File: config.mk
export PLATFORM = sky130hd
export DESIGN_NAME = processor_timer_set
export DESIGN_NICKNAME = d
export VERILOG_FILES = /design/src/timer_pkg.sv /design/src/chan_if.sv /design/src/down_channel.sv /design/src/processor_timer_set.sv
export SDC_FILE = /design/constraint.sdc
export NUM_CORES = 1
export LEC_CHECK = 0
export BUFFER_PORTS_ARGS = -buffer_cell sky130_fd_sc_hd__buf_2
export CORE_MARGIN = 10
export CORE_UTILIZATION = 40
export CTS_BUF_LIST = sky130_fd_sc_hd__clkbuf_4 sky130_fd_sc_hd__clkbuf_8
export DETAILED_ROUTE_END_ITERATION = 6
export GPL_TIMING_DRIVEN = 0
export PLACE_DENSITY = 0.59
export REMOVE_ABC_BUFFERS = 1
export SYNTH_ARGS = -nofsm -noshare
export SYNTH_HDL_FRONTEND = slang
export SYNTH_SLANG_ARGS = --single-unit
File: constraint.sdc
create_clock -name clk_i -period 4.75 [get_ports clk_i]
set_input_delay 0.475 -clock clk_i [delete_from_list [all_inputs] [get_ports clk_i]]
set_output_delay 0.475 -clock clk_i [all_outputs]
set_load 0.01 [all_outputs]
File: src/timer_pkg.sv
// Purpose : Shared constants and helpers for the processor timer set
// Assumes : Single 250 MHz clock, sleep-clock sources arrive as sampled levels
// Notes   : Dual-timer register map is per channel, channel picked by one address bit
package timer_pkg;

   // ***********************************
   // Clock and sleep-clock figures
   // ***********************************
   localparam int unsigned CLK_PERIOD_PS = 4000;
   localparam int unsigned RC_DIV        = 64;
   localparam int unsigned DIV_W         = $clog2(RC_DIV);
   localparam int unsigned CNT_W         = 32;
   localparam int unsigned NUM_CH        = 2;

   // ***********************************
   // Dual-timer register map
   // ***********************************
   localparam int unsigned ADDR_W        = 12;
   localparam int unsigned CH_SEL_BIT    = 5;
   localparam logic [4:0]  OFF_LOAD      = 5'h00;
   localparam logic [4:0]  OFF_VALUE     = 5'h04;
   localparam logic [4:0]  OFF_CTRL      = 5'h08;
   localparam logic [4:0]  OFF_INTCLR    = 5'h0C;
   localparam logic [4:0]  OFF_STATUS    = 5'h10;
   localparam int unsigned CTRL_EN_BIT   = 0;
   localparam int unsigned CTRL_MODE_LSB = 1;
   localparam logic [1:0]  MODE_FREE     = 2'h0;
   localparam logic [1:0]  MODE_PERIODIC = 2'h1;
   localparam logic [1:0]  MODE_ONESHOT  = 2'h2;
   localparam logic [CNT_W-1:0] CNT_MAX  = 32'hFFFFFFFF;
   localparam logic [CNT_W-1:0] CNT_ZERO = 32'h00000000;

   // Register offset inside a channel window
   function automatic logic [4:0] reg_off(input logic [ADDR_W-1:0] a);
      return a[4:0];
   endfunction : reg_off

   // True when the address hits a defined dual-timer register
   function automatic logic addr_ok(input logic [ADDR_W-1:0] a);
      logic [4:0] o;
      o = a[4:0];
      return (a[ADDR_W-1:CH_SEL_BIT+1] == '0) &&
             (o == OFF_LOAD || o == OFF_VALUE || o == OFF_CTRL ||
              o == OFF_INTCLR || o == OFF_STATUS);
   endfunction : addr_ok

endpackage : timer_pkg

File: src/chan_if.sv
// Purpose : Carries configuration and state between the top and one down-counter
// Assumes : Strobes are single-cycle pulses in the clk_i domain
// Notes   : One instance per dual-timer channel
`timescale 1ns/1ps
interface chan_if;
   import timer_pkg::*;
   logic [CNT_W-1:0] load_val;
   logic [1:0]       mode;
   logic             enable;
   logic             load_stb;
   logic             clr_stb;
   logic [CNT_W-1:0] count;
   logic             irq;

   modport ctl (output load_val, mode, enable, load_stb, clr_stb, input count, irq);
   modport cnt (input load_val, mode, enable, load_stb, clr_stb, output count, irq);
endinterface : chan_if

File: src/down_channel.sv
// Purpose : One 32-bit down-counter of the dual timer
// Assumes : Driven through chan_if by the top module
// Notes   : Writing the load value restarts a halted one-shot count
`timescale 1ns/1ps
module down_channel
   import timer_pkg::*;
(
   // Clock and reset
   input  wire logic clk_i,
   input  wire logic rst_n_i,
   // Channel link
   chan_if.cnt       ch
);

   typedef struct packed {
      logic [CNT_W-1:0] count;
      logic             running;
      logic             irq;
   } chan_state_type;

   chan_state_type r, nxt;
   logic           expire;

   assign expire = ch.enable && r.running && !ch.load_stb && (r.count == CNT_ZERO);

   // ***********************************
   // Counting
   // ***********************************
   always_comb begin
      nxt = r;
      if (ch.clr_stb) begin
         nxt.irq = 1'b0;                                  // [RULE_11]
      end
      if (ch.load_stb) begin
         nxt.count   = ch.load_val;
         nxt.running = 1'b1;
      end else if (ch.enable && r.running) begin
         if (r.count == CNT_ZERO) begin
            nxt.irq = 1'b1;                               // [RULE_02] set beats clear
            case (ch.mode)
               MODE_FREE:     nxt.count = CNT_MAX;        // [RULE_10]
               MODE_PERIODIC: nxt.count = ch.load_val;    // [RULE_04]
               MODE_ONESHOT:  nxt.running = 1'b0;         // [RULE_04]
               default:       nxt.count = CNT_MAX;
            endcase
         end else begin
            nxt.count = r.count - 32'h1;                  // [RULE_02]
         end
      end
   end

   always_ff @(posedge clk_i or negedge rst_n_i) begin
      if (!rst_n_i) begin
         r <= '0;
      end else begin
         r <= nxt;
      end
   end

   assign ch.count = r.count;
   assign ch.irq   = r.irq;

   // ***********************************
   // Checks
   // ***********************************
   property p_irq_hold;
      @(posedge clk_i) disable iff (!rst_n_i) ch.irq && !ch.clr_stb |=> ch.irq;
   endproperty
   a_irq_hold: assert property (p_irq_hold) else $error("irq dropped without clear"); // [RULE_11]

   property p_oneshot_halt;
      @(posedge clk_i) disable iff (!rst_n_i)
         expire && ch.mode == MODE_ONESHOT ##1 !ch.load_stb [*2] |-> ch.count == CNT_ZERO && ch.irq;
   endproperty
   a_oneshot_halt: assert property (p_oneshot_halt) else $error("one-shot kept counting"); // [RULE_04]

   property p_free_wrap;
      @(posedge clk_i) disable iff (!rst_n_i)
         expire && ch.mode == MODE_FREE |=> ch.count == CNT_MAX && ch.irq;
   endproperty
   a_free_wrap: assert property (p_free_wrap) else $error("free-run wrap wrong"); // [RULE_10]

   property p_periodic_reload;
      @(posedge clk_i) disable iff (!rst_n_i)
         expire && ch.mode == MODE_PERIODIC |=> ch.count == $past(ch.load_val) && ch.irq;
   endproperty
   a_periodic_reload: assert property (p_periodic_reload) else $error("periodic reload wrong"); // [RULE_04]

endmodule : down_channel

File: src/processor_timer_set.sv
// Purpose : Tick timer, APB dual timer and sleep-clock wake-up timer
// Assumes : All inputs synchronous to clk_i; sleep sources sampled as levels
// Notes   : Tick and wake-up timers are set up through plain ports
//
// What this block does
// [RULE_01] The tick timer counts a programmed 32-bit interval and pulses a tick each time it elapses.
// [RULE_02] The dual timer has two independent 32-bit down-counters, each with its own interrupt on expiry.
// [RULE_03] The dual timer is configured and read as an APB slave.
// [RULE_04] Each dual-timer counter runs free, periodic with reload, or one-shot halting after one expiry.
// [RULE_05] The wake-up timer is a 32-bit down-counter advanced only by the slow sleep clock.
// [RULE_06] Wake-up expiry can raise a processor interrupt, a chip wake-up request, or both.
// [RULE_07] In single-shot use the wake-up timer flags expiry and then stops.
// [RULE_08] In auto-reload use the wake-up timer flags expiry, reloads and counts again at once.
// [RULE_09] Without the crystal, the sleep clock is the 2 MHz RC oscillator divided by 64.
// [RULE_10] A free-running dual-timer counter wraps from zero to all ones and interrupts each wrap.
// [RULE_11] Every timer interrupt stays high until an explicit clear, and set wins over clear. Here a wake_clr_i in a wake-up expiry cycle is ignored.
`timescale 1ns/1ps
module processor_timer_set
   import timer_pkg::*;
(
   // Clock and reset
   input  wire logic              clk_i,
   input  wire logic              rst_n_i,
   // APB slave, dual timer
   input  wire logic              psel_i,
   input  wire logic              penable_i,
   input  wire logic              pwrite_i,
   input  wire logic [ADDR_W-1:0] paddr_i,
   input  wire logic [31:0]       pwdata_i,
   output logic      [31:0]       prdata_o,
   output logic                   pready_o,
   output logic                   pslverr_o,
   output logic      [NUM_CH-1:0] dual_irq_o,
   // Tick timer
   input  wire logic              tick_en_i,
   input  wire logic [CNT_W-1:0]  tick_interval_i,
   input  wire logic              tick_clr_i,
   output logic                   tick_o,
   output logic                   tick_irq_o,
   // Sleep clock sources
   input  wire logic              xtal_sel_i,
   input  wire logic              xtal_32k_i,
   input  wire logic              rc_2mhz_i,
   // Wake-up timer
   input  wire logic [CNT_W-1:0]  wake_load_i,
   input  wire logic              wake_start_i,
   input  wire logic              wake_reload_i,
   input  wire logic              wake_irq_en_i,
   input  wire logic              wake_req_en_i,
   input  wire logic              wake_clr_i,
   output logic                   wake_irq_o,
   output logic                   wake_req_o,
   output logic                   wake_running_o,
   output logic      [CNT_W-1:0]  wake_count_o
);

   typedef struct packed {
      logic [NUM_CH-1:0][CNT_W-1:0] load;
      logic [NUM_CH-1:0][1:0]       mode;
      logic [NUM_CH-1:0]            en;
      logic [31:0]                  prdata;
      logic                         slverr;
      logic [CNT_W-1:0]             tick_cnt;
      logic                         tick;
      logic                         tick_irq;
      logic                         rc_prev;
      logic                         xtal_prev;
      logic [DIV_W-1:0]             div_cnt;
      logic                         sleep_tick;
      logic [CNT_W-1:0]             wake_cnt;
      logic                         wake_run;
      logic                         wake_irq;
      logic                         wake_req;
   } top_state_type;

   top_state_type            r, nxt;
   chan_if                   ch [NUM_CH] ();
   logic [NUM_CH-1:0][CNT_W-1:0] cnt_w;
   logic [NUM_CH-1:0]        irq_w;
   logic [NUM_CH-1:0]        load_stb;
   logic [NUM_CH-1:0]        clr_stb;
   logic                     wr_acc;
   logic                     rd_setup;
   logic                     sel_ch;
   logic                     tick_hit;
   logic                     wake_hit;

   // ***********************************
   // APB decode
   // ***********************************
   // Zero wait states; read data is captured in the setup phase so it comes from a flop
   assign pready_o = 1'b1;                                   // [RULE_03]
   assign wr_acc   = psel_i && penable_i && pwrite_i && addr_ok(paddr_i);
   assign rd_setup = psel_i && !penable_i;
   assign sel_ch   = paddr_i[CH_SEL_BIT];

   generate
      for (genvar g = 0; g < NUM_CH; g++) begin : g_ch
         assign load_stb[g] = wr_acc && (sel_ch == 1'(g)) && (reg_off(paddr_i) == OFF_LOAD);
         assign clr_stb[g]  = wr_acc && (sel_ch == 1'(g)) && (reg_off(paddr_i) == OFF_INTCLR);
         assign ch[g].load_val = r.load[g];
         assign ch[g].mode     = r.mode[g];
         assign ch[g].enable   = r.en[g];
         assign ch[g].load_stb = load_stb[g];
         assign ch[g].clr_stb  = clr_stb[g];
         assign cnt_w[g]       = ch[g].count;
         assign irq_w[g]       = ch[g].irq;
         down_channel u_chan (
            .clk_i   (clk_i),
            .rst_n_i (rst_n_i),
            .ch      (ch[g])
         );
      end
   endgenerate

   assign tick_hit = tick_en_i && (r.tick_cnt == CNT_ZERO);
   assign wake_hit = r.sleep_tick && r.wake_run && (r.wake_cnt == CNT_ZERO);

   // ***********************************
   // Next state
   // ***********************************
   always_comb begin
      nxt = r;
      // Register writes and reads
      if (wr_acc) begin                                      // [RULE_03]
         case (reg_off(paddr_i))
            OFF_LOAD: nxt.load[sel_ch] = pwdata_i;
            OFF_CTRL: begin
               nxt.en[sel_ch]   = pwdata_i[CTRL_EN_BIT];
               nxt.mode[sel_ch] = pwdata_i[CTRL_MODE_LSB +: 2];
            end
            default: ;
         endcase
      end
      if (rd_setup) begin
         nxt.slverr = !addr_ok(paddr_i);                     // [RULE_03]
         case (reg_off(paddr_i))
            OFF_LOAD:   nxt.prdata = r.load[sel_ch];
            OFF_VALUE:  nxt.prdata = cnt_w[sel_ch];
            OFF_CTRL:   nxt.prdata = {29'h0, r.mode[sel_ch], r.en[sel_ch]};
            OFF_STATUS: nxt.prdata = {31'h0, irq_w[sel_ch]};
            default:    nxt.prdata = 32'h0;
         endcase
         if (!addr_ok(paddr_i)) begin
            nxt.prdata = 32'h0;
         end
      end
      // Tick timer reloads from the live interval, so a new interval applies next period
      nxt.tick = 1'b0;
      if (tick_clr_i) begin
         nxt.tick_irq = 1'b0;                                // [RULE_11]
      end
      if (!tick_en_i) begin
         nxt.tick_cnt = tick_interval_i;
      end else if (tick_hit) begin
         nxt.tick_cnt = tick_interval_i;                     // [RULE_01]
         nxt.tick     = 1'b1;
         nxt.tick_irq = 1'b1;
      end else begin
         nxt.tick_cnt = r.tick_cnt - 32'h1;
      end
      // Sleep clock: one pulse per crystal rising edge or per 64 RC rising edges
      nxt.rc_prev    = rc_2mhz_i;
      nxt.xtal_prev  = xtal_32k_i;
      nxt.sleep_tick = 1'b0;
      if (xtal_sel_i) begin
         nxt.sleep_tick = xtal_32k_i && !r.xtal_prev;
      end else if (rc_2mhz_i && !r.rc_prev) begin
         nxt.div_cnt = r.div_cnt + 1'b1;                     // [RULE_09]
         nxt.sleep_tick = (r.div_cnt == DIV_W'(RC_DIV - 1));
      end
      // Wake-up timer steps only on sleep ticks
      if (wake_clr_i) begin
         nxt.wake_irq = 1'b0;                                // [RULE_11]
         nxt.wake_req = 1'b0;
      end
      if (wake_start_i) begin
         nxt.wake_cnt = wake_load_i;
         nxt.wake_run = 1'b1;
      end else if (wake_hit) begin
         nxt.wake_irq = r.wake_irq || wake_irq_en_i;         // [RULE_06]
         nxt.wake_req = r.wake_req || wake_req_en_i;
         if (wake_reload_i) begin
            nxt.wake_cnt = wake_load_i;                      // [RULE_08]
         end else begin
            nxt.wake_run = 1'b0;                             // [RULE_07]
         end
      end else if (r.sleep_tick && r.wake_run) begin
         nxt.wake_cnt = r.wake_cnt - 32'h1;                  // [RULE_05]
      end
   end

   always_ff @(posedge clk_i or negedge rst_n_i) begin
      if (!rst_n_i) begin
         r <= '0;
      end else begin
         r <= nxt;
      end
   end

   assign prdata_o       = r.prdata;
   assign pslverr_o      = r.slverr;
   assign dual_irq_o     = irq_w;
   assign tick_o         = r.tick;
   assign tick_irq_o     = r.tick_irq;
   assign wake_irq_o     = r.wake_irq;
   assign wake_req_o     = r.wake_req;
   assign wake_running_o = r.wake_run;
   assign wake_count_o   = r.wake_cnt;

   // ***********************************
   // Checks
   // ***********************************
   property p_tick_pulse;
      @(posedge clk_i) disable iff (!rst_n_i)
         tick_hit && !tick_clr_i |=> tick_o && tick_irq_o && r.tick_cnt == $past(tick_interval_i);
   endproperty
   a_tick_pulse: assert property (p_tick_pulse) else $error("tick not raised on expiry"); // [RULE_01]

   property p_wake_stop;
      @(posedge clk_i) disable iff (!rst_n_i)
         wake_hit && !wake_reload_i && !wake_start_i |=> !wake_running_o [*3];
   endproperty
   a_wake_stop: assert property (p_wake_stop) else $error("single-shot wake kept running"); // [RULE_07]

   property p_wake_reload;
      @(posedge clk_i) disable iff (!rst_n_i)
         wake_hit && wake_reload_i && !wake_start_i |=>
            wake_running_o && wake_count_o == $past(wake_load_i);
   endproperty
   a_wake_reload: assert property (p_wake_reload) else $error("auto-reload failed"); // [RULE_08]

   property p_wake_flags;
      @(posedge clk_i) disable iff (!rst_n_i)
         wake_hit && wake_irq_en_i && wake_req_en_i && !wake_start_i |=> wake_irq_o && wake_req_o;
   endproperty
   a_wake_flags: assert property (p_wake_flags) else $error("wake expiry not flagged"); // [RULE_06]

   property p_wake_still;
      @(posedge clk_i) disable iff (!rst_n_i)
         !r.sleep_tick && !wake_start_i |=> wake_count_o == $past(wake_count_o);
   endproperty
   a_wake_still: assert property (p_wake_still) else $error("wake moved off sleep tick"); // [RULE_05]

   property p_rc_div;
      @(posedge clk_i) disable iff (!rst_n_i)
         !xtal_sel_i && rc_2mhz_i && !r.rc_prev && r.div_cnt != DIV_W'(RC_DIV - 1) |=> !r.sleep_tick;
   endproperty
   a_rc_div: assert property (p_rc_div) else $error("sleep tick before 64 RC edges"); // [RULE_09]

   property p_apb_err;
      @(posedge clk_i) disable iff (!rst_n_i)
         psel_i && !penable_i && !addr_ok(paddr_i) |=> pslverr_o && prdata_o == 32'h0;
   endproperty
   a_apb_err: assert property (p_apb_err) else $error("unmapped access not refused"); // [RULE_03]

   property p_tick_hold;
      @(posedge clk_i) disable iff (!rst_n_i) tick_irq_o && !tick_clr_i |=> tick_irq_o;
   endproperty
   a_tick_hold: assert property (p_tick_hold) else $error("tick irq dropped"); // [RULE_11]

endmodule : processor_timer_set

======== Word level (Yosys, flattened, before mapping) ========
Index checks and enable logic that the tools add are counted.
word-level totals
  memories kept ........................... 0
  output and inout port bits .............. 73
  logic and storage cells ................. 150
  bits in writable memories ............... 0
  bits in latches ......................... 0
  input port bits ......................... 123
  ROM bits ................................ 0
  register bits after elaboration ......... 249
operators by class
  magnitude comparators ................... 2
  multiplexer cells ....................... 52
  equality and inequality tests ........... 13
  multiply operators ...................... 0
  div/mod/pow operators ................... 0
  reduce and logical (&&, ||, !) cells .... 52
  add/subtract/negate cells ............... 5
  shifts and indexed selects .............. 0
  bitwise gates (word level) .............. 2
operators with widths
  kind                     number
  $mux W32                 13
  $logic_not A32 Y1        4
  $pmux W32 S2             2
  $pmux W32 S4             1
  $sub A32 B1 Y32 const B  4
  $mux W33                 3
  $mux W34                 2
  $bwmux W64               1
  $demux W32 S1            1
  $logic_and A1 B1 Y1      19
  $mux W2                  9
  $mux W1                  15
  $reduce_and A2 Y1        7
  $reduce_bool A2 Y1       7
  $eq A5 B4 Y1 const B     2
  $ne A3 B3 Y1 const B     3
  $add A6 B1 Y6 const B    1
  $eq A6 B6 Y1 const B     1
  $logic_not A6 Y1         1
  $logic_or A1 B1 Y1       6
  $reduce_and A3 Y1        2
  $eq A5 B3 Y1 const B     1
  $eq A5 B5 Y1 const B     1
  $logic_not A5 Y1         1
  other kinds (13)         19

======== Logic depth before layout (Yosys ltp) ========
Gate-level depths: netlist of the first run.
  depth in word-level cells ............... 13
  mapped depth ............................ 10
  gate-level depth less buffers ........... 8

======== Modules after synthesis ========
Synthesis of the first run repeated with hierarchy kept, for this count alone.
second synthesis, totals
  cells, all modules ...................... 1626
  area, all modules ....................... 15553.7 um2
by module, submodules not included
  module               area each (um2)  cells an instance  times used  seq. area each (um2)
  processor_timer_set  9915.8           944                1           4529.3
  down_channel         2819.0           341                2           850.8

======== Worst setup path after synthesis of the first run ========
Ideal clock, no wire load.
  path kind ............................... register to register
  start point ............................. register g_ch[0].u_chan.r, in the netlist g_ch[0].u_chan.ch.count[0]
  end point ............................... register g_ch[0].u_chan.r, in the netlist g_ch[0].u_chan.ch.count[22]
  setup slack ............................. 1.884 ns
  setup time .............................. 0.126 ns
  arrival time ............................ 2.740 ns
  required time ........................... 4.624 ns
  clock period less this slack ............ 2.866 ns
  cell stages (with the launch flop) ...... 11
  buffers on the path ..................... 2
  path through ............................ dfrtp_1 -> inv_1 -> ha_1 -> or4b_2 -> clkbuf_1 -> or3_1 -> clkbuf_1 -> o31a_1 -> nor3_1 -> o21ai_0 -> a221o_1
between the ends
  word-level cells in the longest chain between the ends .. 4
  elaborated cells between the ends (all ways) .. 7
  those cells by class .................... add/sub (1); eq/ne (1); mux (3); reduce/logical (2)
RTL lines
  what                                                         line                text
  from (decl)                                                  down_channel.sv:21  chan_state_type r, nxt;
  from (signal assigned)                                       down_channel.sv:56  r <= nxt;
  $sub A32 B1 Y32 / $logic_not A32 Y1 (equally long branches)  n/a
  $mux W32                                                     down_channel.sv:38  if (r.count == CNT_ZERO) begin
  $mux W34                                                     down_channel.sv:37  end else if (ch.enable && r.running) begin
  $mux W33                                                     down_channel.sv:34  if (ch.load_stb) begin
Parallel ways exist; a longest one is shown, timed or not. The select of a mux whose other input is x is not followed.
A chain may end at the register's enable or synchronous reset.

======== Worst setup path in the final report of the first run ========
  start point ............................. register g_ch[0].u_chan.r, in the netlist g_ch[0].u_chan.ch.count[10]
  end point ............................... register g_ch[0].u_chan.r, in the netlist g_ch[0].u_chan.ch.count[23]
Same word-level chain as after synthesis.

==> reports/results.ini, run 1 <==
[final_layout]
stdcell_area_sq_mm = 0.0169
fillers = 3611
fin_cells = 2285
syn2layout_area_growth_pct = 13.2
drive_above_1_share_pct = 19.4
nets = 1911

[global_route]
grt_pass1_vias = 13200
grt_start_max_net_pins = 104
grt_pass1_wl_mm = 76.2
track_usage_pct = 21.1
antenna_found_initial = 0
overflow = 0

[run]
max_cap_viol_count = 0

[detailed_routing]
wl_mm = 49.2
drt-vias-per-instance = 6.02
wire_per_inst_um = 21.5
drt_first_iter_violations = 1327
drc = 0
vias = 13800
drt_pass1_iterations = 6
drtAntennaViolNets = 0

[timing]
slew_viol_final = 0
fin_worst_skew_ps = 28.2
rsz0062_at_grt = no
relSlewSlack_pct = 8.22
min_period_over_period_pct = 85.0
max_clock_freq_ghz = 0.248
worstMarginPinSlew_ps = 1380
min_period_ps = 4040
finalHoldViolCount = 0
hold_slack_ps = 56.3
setup_viol = 0

[synthesis]
synth.distinct_cells = 79
synth_area_leader_cell = dfrtp_1
syn_area_sq_mm = 0.0149
synth_area_leaders = dfrtp_1 (42%), nand2_1 (7.6%), o21ai_0 (4.1%)
yosysSeqAreaShare_pct = 41.8
syn_inst = 1708
synth-warning-count = 0
synth-async-reset-ratio_pct = 100
synth_common_cells = nand2_1 (302), dfrtp_1 (249), o21ai_0 (123)
synth_edf_count = 0
synth_most_common_cell = nand2_1
yosysTopAreaCellShare_pct = 41.8
avgSynthCellArea_sq_um = 8.73
synth_seq_cells = 249
ys.flop_type = dfrtp_1

[min_path]
min_path_type = in2reg
holdPathStages = 3

[clocking]
cts_tree = done
htreeDepth = 2
cts_inserted_buffers = 45
clock_path_buffers = 3
ctsResizeCount = 0
clk_latency_ps = 630
clock_sink_count = 249
cts_root_buffer = clkbuf_8
path_clk_slew_ps = 70

[setup_path]
cp.depth = 5
path_buf_inv = 0
cp-start-kind = flop
path_max_fanout = 30
ff2ff_path_depth = 5
cpMaxStageDelayCell = o22a_1
cp_data_arrival_time_ps = 4580
critPathKind = reg2reg
cp.required_ps = 5300
worst_path_largest_cell_delay_ps = 1140
crit_family = simple AND/OR/NAND/NOR gates
crit_chain = or4_4, or4_1, nor4_2, o22a_1, a221o_1
critPathCaptureType = flop

[floorplanning]
num_io_pins = 196
fp.dieH_um = 213
core-area_sq_mm = 0.0367
start_util_pct = 40.6
row_count = 70
die-area_sq_mm = 0.0454
die_w_um = 213

[placed_design]
dp.cells = 2198
place.gp.congestion = 0.885
port_buffers = 194
place_hpwl_mm = 33.9
place_area_sq_mm = 0.0158

[pwr]
p_per_area_mw_per_mm2 = 327
power_leakage_uw = 0.00764
ir_drop_v = 0.000197

[status]
outcome = complete, no violations

worst register-to-register path, stage by stage, from the launching register on:
cell	delay, ps
dfrtp_1	450
or4_4	620
or4_1	790
nor4_2	630
o22a_1	1140
a221o_1	330
layout by cell type, fill, tap and decap left out, types with 10 or more instances in the layout:
master,n
clkbuf_4,12
or2_2,15
o21ai_0,122
nand2_1,302
a211oi_1,18
o211ai_1,23
or4_1,19
xor2_1,29
xnor2_1,28
nor2b_1,11
inv_1,20
nand3_1,28
mux2i_1,21
a22oi_1,27
nor3_1,60
a22o_1,34
mux2_2,10
a221o_1,35
buf_2,193
a221oi_1,57
o2bb2ai_1,13
or3_1,28
clkbuf_8,61
nor2_1,101
dfrtp_1,249
nor4_1,40
nand4_1,12
a21oi_1,55
per-stage QoR:
step                      setup slack, ps  setup TNS, ps  utilization [%]  power, uW
after floorplan                       993              0                -       2880
after global placement              -1610        -484120             42.1       3230
after detailed placement             -150           -651             43.1       3260
after CTS                             534              0             45.9       5550
after global routing                  544              0             46.0       5780
final                                 714              0             46.0       5520
metal layers:
metal | global-route usage (%) | vias up | routed length (um)
met5 | 0 | - | 0
met4 | 7.48 | 0 | 1530
met1 | 28.4 | 6737 | 21200
met2 | 33.1 | 529 | 22600
met3 | 4.24 | 97 | 3830
li1 | - | 6402 | -
flip-flops by register name (all words and copies together), names as in the netlist, 2 cells and up:
name,flops
ch.load_val,64
g_ch.u_chan.ch.count,64
r,41
prdata_o,32
wake_count_o,32
ch.mode,4
ch.enable,2
g_ch.u_chan.ch.irq,2
g_ch.u_chan.r,2
cells by family after synthesis:
logic type | count (synthesis) | synth area share, %
and+or+nand+nor | 685 | 22.2
muxes | 32 | 2.32
buffers and inverters | 208 | 7.22
xor gates and xnor gates | 57 | 3.35
AOI/OAI and AO/OA | 468 | 22.5
DFF | 249 | 41.8
adders and majority gates | 8 | 0.655
other | 1 | 0.0251
power by group:
part / internal [uW] / total [uW] / switching (uW)
Sequential: 2220 / 2340 / 117
Clock: 1300 / 2290 / 992
Combinational: 346 / 893 / 547
Total: 3860 / 5520 / 1660
worst paths after layout:
check | from | to | slack (ps)
setup / recovery | g_ch[0].u_chan.ch.count[10] | g_ch[0].u_chan.ch.count[23] | 710
hold / removal | tick_interval_i[11] | r[57] | 60
setup reg to reg | g_ch[0].u_chan.ch.count[10] | g_ch[0].u_chan.ch.count[23] | 710
hold reg to reg | tick_irq_o | tick_irq_o | 470
max in group asynchronous | rst_n_i | r[75] | 3420
min in group asynchronous | rst_n_i | prdata_o[8] | 410
repair_timing:
item,CTS,global route
buffers inserted,0,0
hold buffers,3,0
endpoints found under the hold margin,76,0
cell type report:
type                    instances  area (sq um)  share of cell area, %
clock buffers                  73           930                   5.51
clock inverters                 9          81.3                  0.482
diodes                          1          2.50                 0.0148
repair buffers                214          1290                   7.66
multi-input cells            1251          7680                   45.5
inverters                      20          75.1                  0.445
flip-flops and latches        249          6230                   36.9
well taps                     468           586                   3.47
Note: power is estimated with default switching activity, not from simulation.
==> inputs of run 2 (changes only) <==
Settings changed: PLACE_DENSITY 0.59 to 0.61.
Clock period 4.75 ns to 3.6 ns, I/O delays scaled along.
==> run 2 against run 1 <==
Sequential share of layout area shrank 1.4 points; critical path depth grew 1; first-iteration DRC count shrank 2.1%; clock skew grew 6.0 ps; sequential power grew 32%; clock power grew 23%; largest cell class unchanged; via count grew 1.2%; final cell count grew 3.2%; clock-buffer cell count shrank 5.
==> reports/results.ini, run 2 (synthesis results as in run 1) <==
[pwr]
p_per_area_mw_per_mm2 = 408
fin_total_pwr_uw = 7170
power_leakage_uw = 0.00794
ir_drop_v = 0.000205

[min_path]
holdPathStages = 3
min_path_type = in2reg

[timing]
slew_viol_final = 0
fin_worst_skew_ps = 34.2
worstMarginPinSlew_ps = 1280
min_period_ps = 3470
rsz0062_at_grt = no
final.setup.tns_ps = 0
max_clock_freq_ghz = 0.289
hold_slack_ps = 44.6
min_period_over_period_pct = 96.3
finalHoldViolCount = 0
setup_viol = 0
relSlewSlack_pct = 14.8

[run]
max_cap_viol_count = 0

[global_route]
antenna_found_initial = 0
grt_start_max_net_pins = 94
track_usage_pct = 21.7
grt_pass1_vias = 13500
grt_pass1_wl_mm = 78.0
overflow = 0

[final_layout]
nets = 1986
final_common_cell = nand2_1
fin_cells = 2357
layout_common_cells = nand2_1 (302), dfrtp_1 (249), buf_2 (193)
stdcell_area_sq_mm = 0.0176
drive_above_1_share_pct = 19.1
syn2layout_area_growth_pct = 17.8

[setup_path]
timing.rr.start = g_ch[0].u_chan.ch.count[10]
ff2ff_path_depth = 6
path_max_fanout = 18
rrSetupSlack_ps = 130
r2r_end = g_ch[0].u_chan.ch.count[1]
endpoint = g_ch[0].u_chan.ch.count[1]
worstSetupStartpoint = g_ch[0].u_chan.ch.count[10]
cp-start-kind = flop
critPathCaptureType = flop
cp_data_arrival_time_ps = 3960
cp.required_ps = 4100
critPathKind = reg2reg

[detailed_routing]
vias = 13900
wl_mm = 50.1
drtAntennaViolNets = 0
met3_length_mm = 3.87
drt-vias-per-instance = 5.91
drt_first_iter_violations = 1299
wire_per_inst_um = 21.2
met2WireLength_mm = 23.6
drt_pass1_iterations = 5
top_layer = met4
routedLengthMet1_mm = 21.1
drc = 0

[floorplanning]
die-area_sq_mm = 0.0454
start_util_pct = 40.6
row_count = 70
core-area_sq_mm = 0.0367
fp.dieH_um = 213
num_io_pins = 196
die_w_um = 213

[clocking]
htreeDepth = 2
clock_sink_count = 249
clock_path_buffers = 3
path_clk_slew_ps = 60
cts_root_buffer = clkbuf_8
cts_tree = done
cts_inserted_buffers = 46
clk_latency_ps = 640

[status]
outcome = complete, no violations

[placed_design]
dp.cells = 2197
place_hpwl_mm = 33.7
place_area_sq_mm = 0.0158
place.gp.congestion = 0.896
port_buffers = 194

[run 2: changes by cell type in the layout (fill, tap and decap cells not counted), sizes merged]
cell         change
clkinv           +3
bufinv           -1
clkbuf           -5
inv              +2
dlygate4sd3     +72
nor3             +1
buf              +1
clkinvlp         -1
[run 2: worst min path at each step]
| stage | from | slack (ps) | end |
|---|---|---|---|
| floorplan | rst_n_i | 60 | ch[0].enable |
| global placement | r[42] | 460 | r[35] |
| detailed placement | rst_n_i | 380 | prdata_o[7] |
| CTS | wake_load_i[2] | 10 | wake_count_o[2] |
| global route | wake_reload_i | 50 | wake_running_o |
| finish | wake_load_i[2] | 40 | wake_count_o[2] |
[run 2: cell type report]
type | instances | area [sq um]
Fill cell | 3451 | 19100
Multi-Input combinational cell | 1252 | 7760
Sequential cell | 249 | 6230
Timing Repair Buffer | 287 | 1990
Clock buffer | 68 | 836
Tap cell | 468 | 586
Clock inverter | 12 | 88.8
Inverter | 20 | 75.1
Antenna cell | 1 | 2.50
[run 2: metal layers]
layer,vias up,track usage (%)
met2,539,34.7
met4,0,7.29
met3,102,4.28
met5,-,0
li1,6542,-
met1,6749,28.6
[run 2: worst max-delay path: stages (launching register included)]
cell	delay (ps)
dfrtp_1	450
or4_4	620
or4_1	850
nor3_4	860
nand2_1	80
and3_1	200
a221o_1	250
[run 2: stage by stage]
stage	setup slack [ps]	util, %
floorplan	-157	-
global placement	-2730	42.1
detailed placement	-1190	43.0
CTS	40.4	47.7
global route	4.62	47.9
finish	135	47.9
[run 2: power breakdown]
group          switching [uW]  internal (uW)
Sequential                160           2930
Clock                    1310           1500
Combinational             740            516
[run 2: repair_timing]
item	CTS	global route
setup endpoints to repair	88	73
endpoints found under the hold margin	174	0
gates cloned	1	0
buffers inserted	1	2
pin swaps	2	1
hold buffers	75	0
resized for setup	7	7
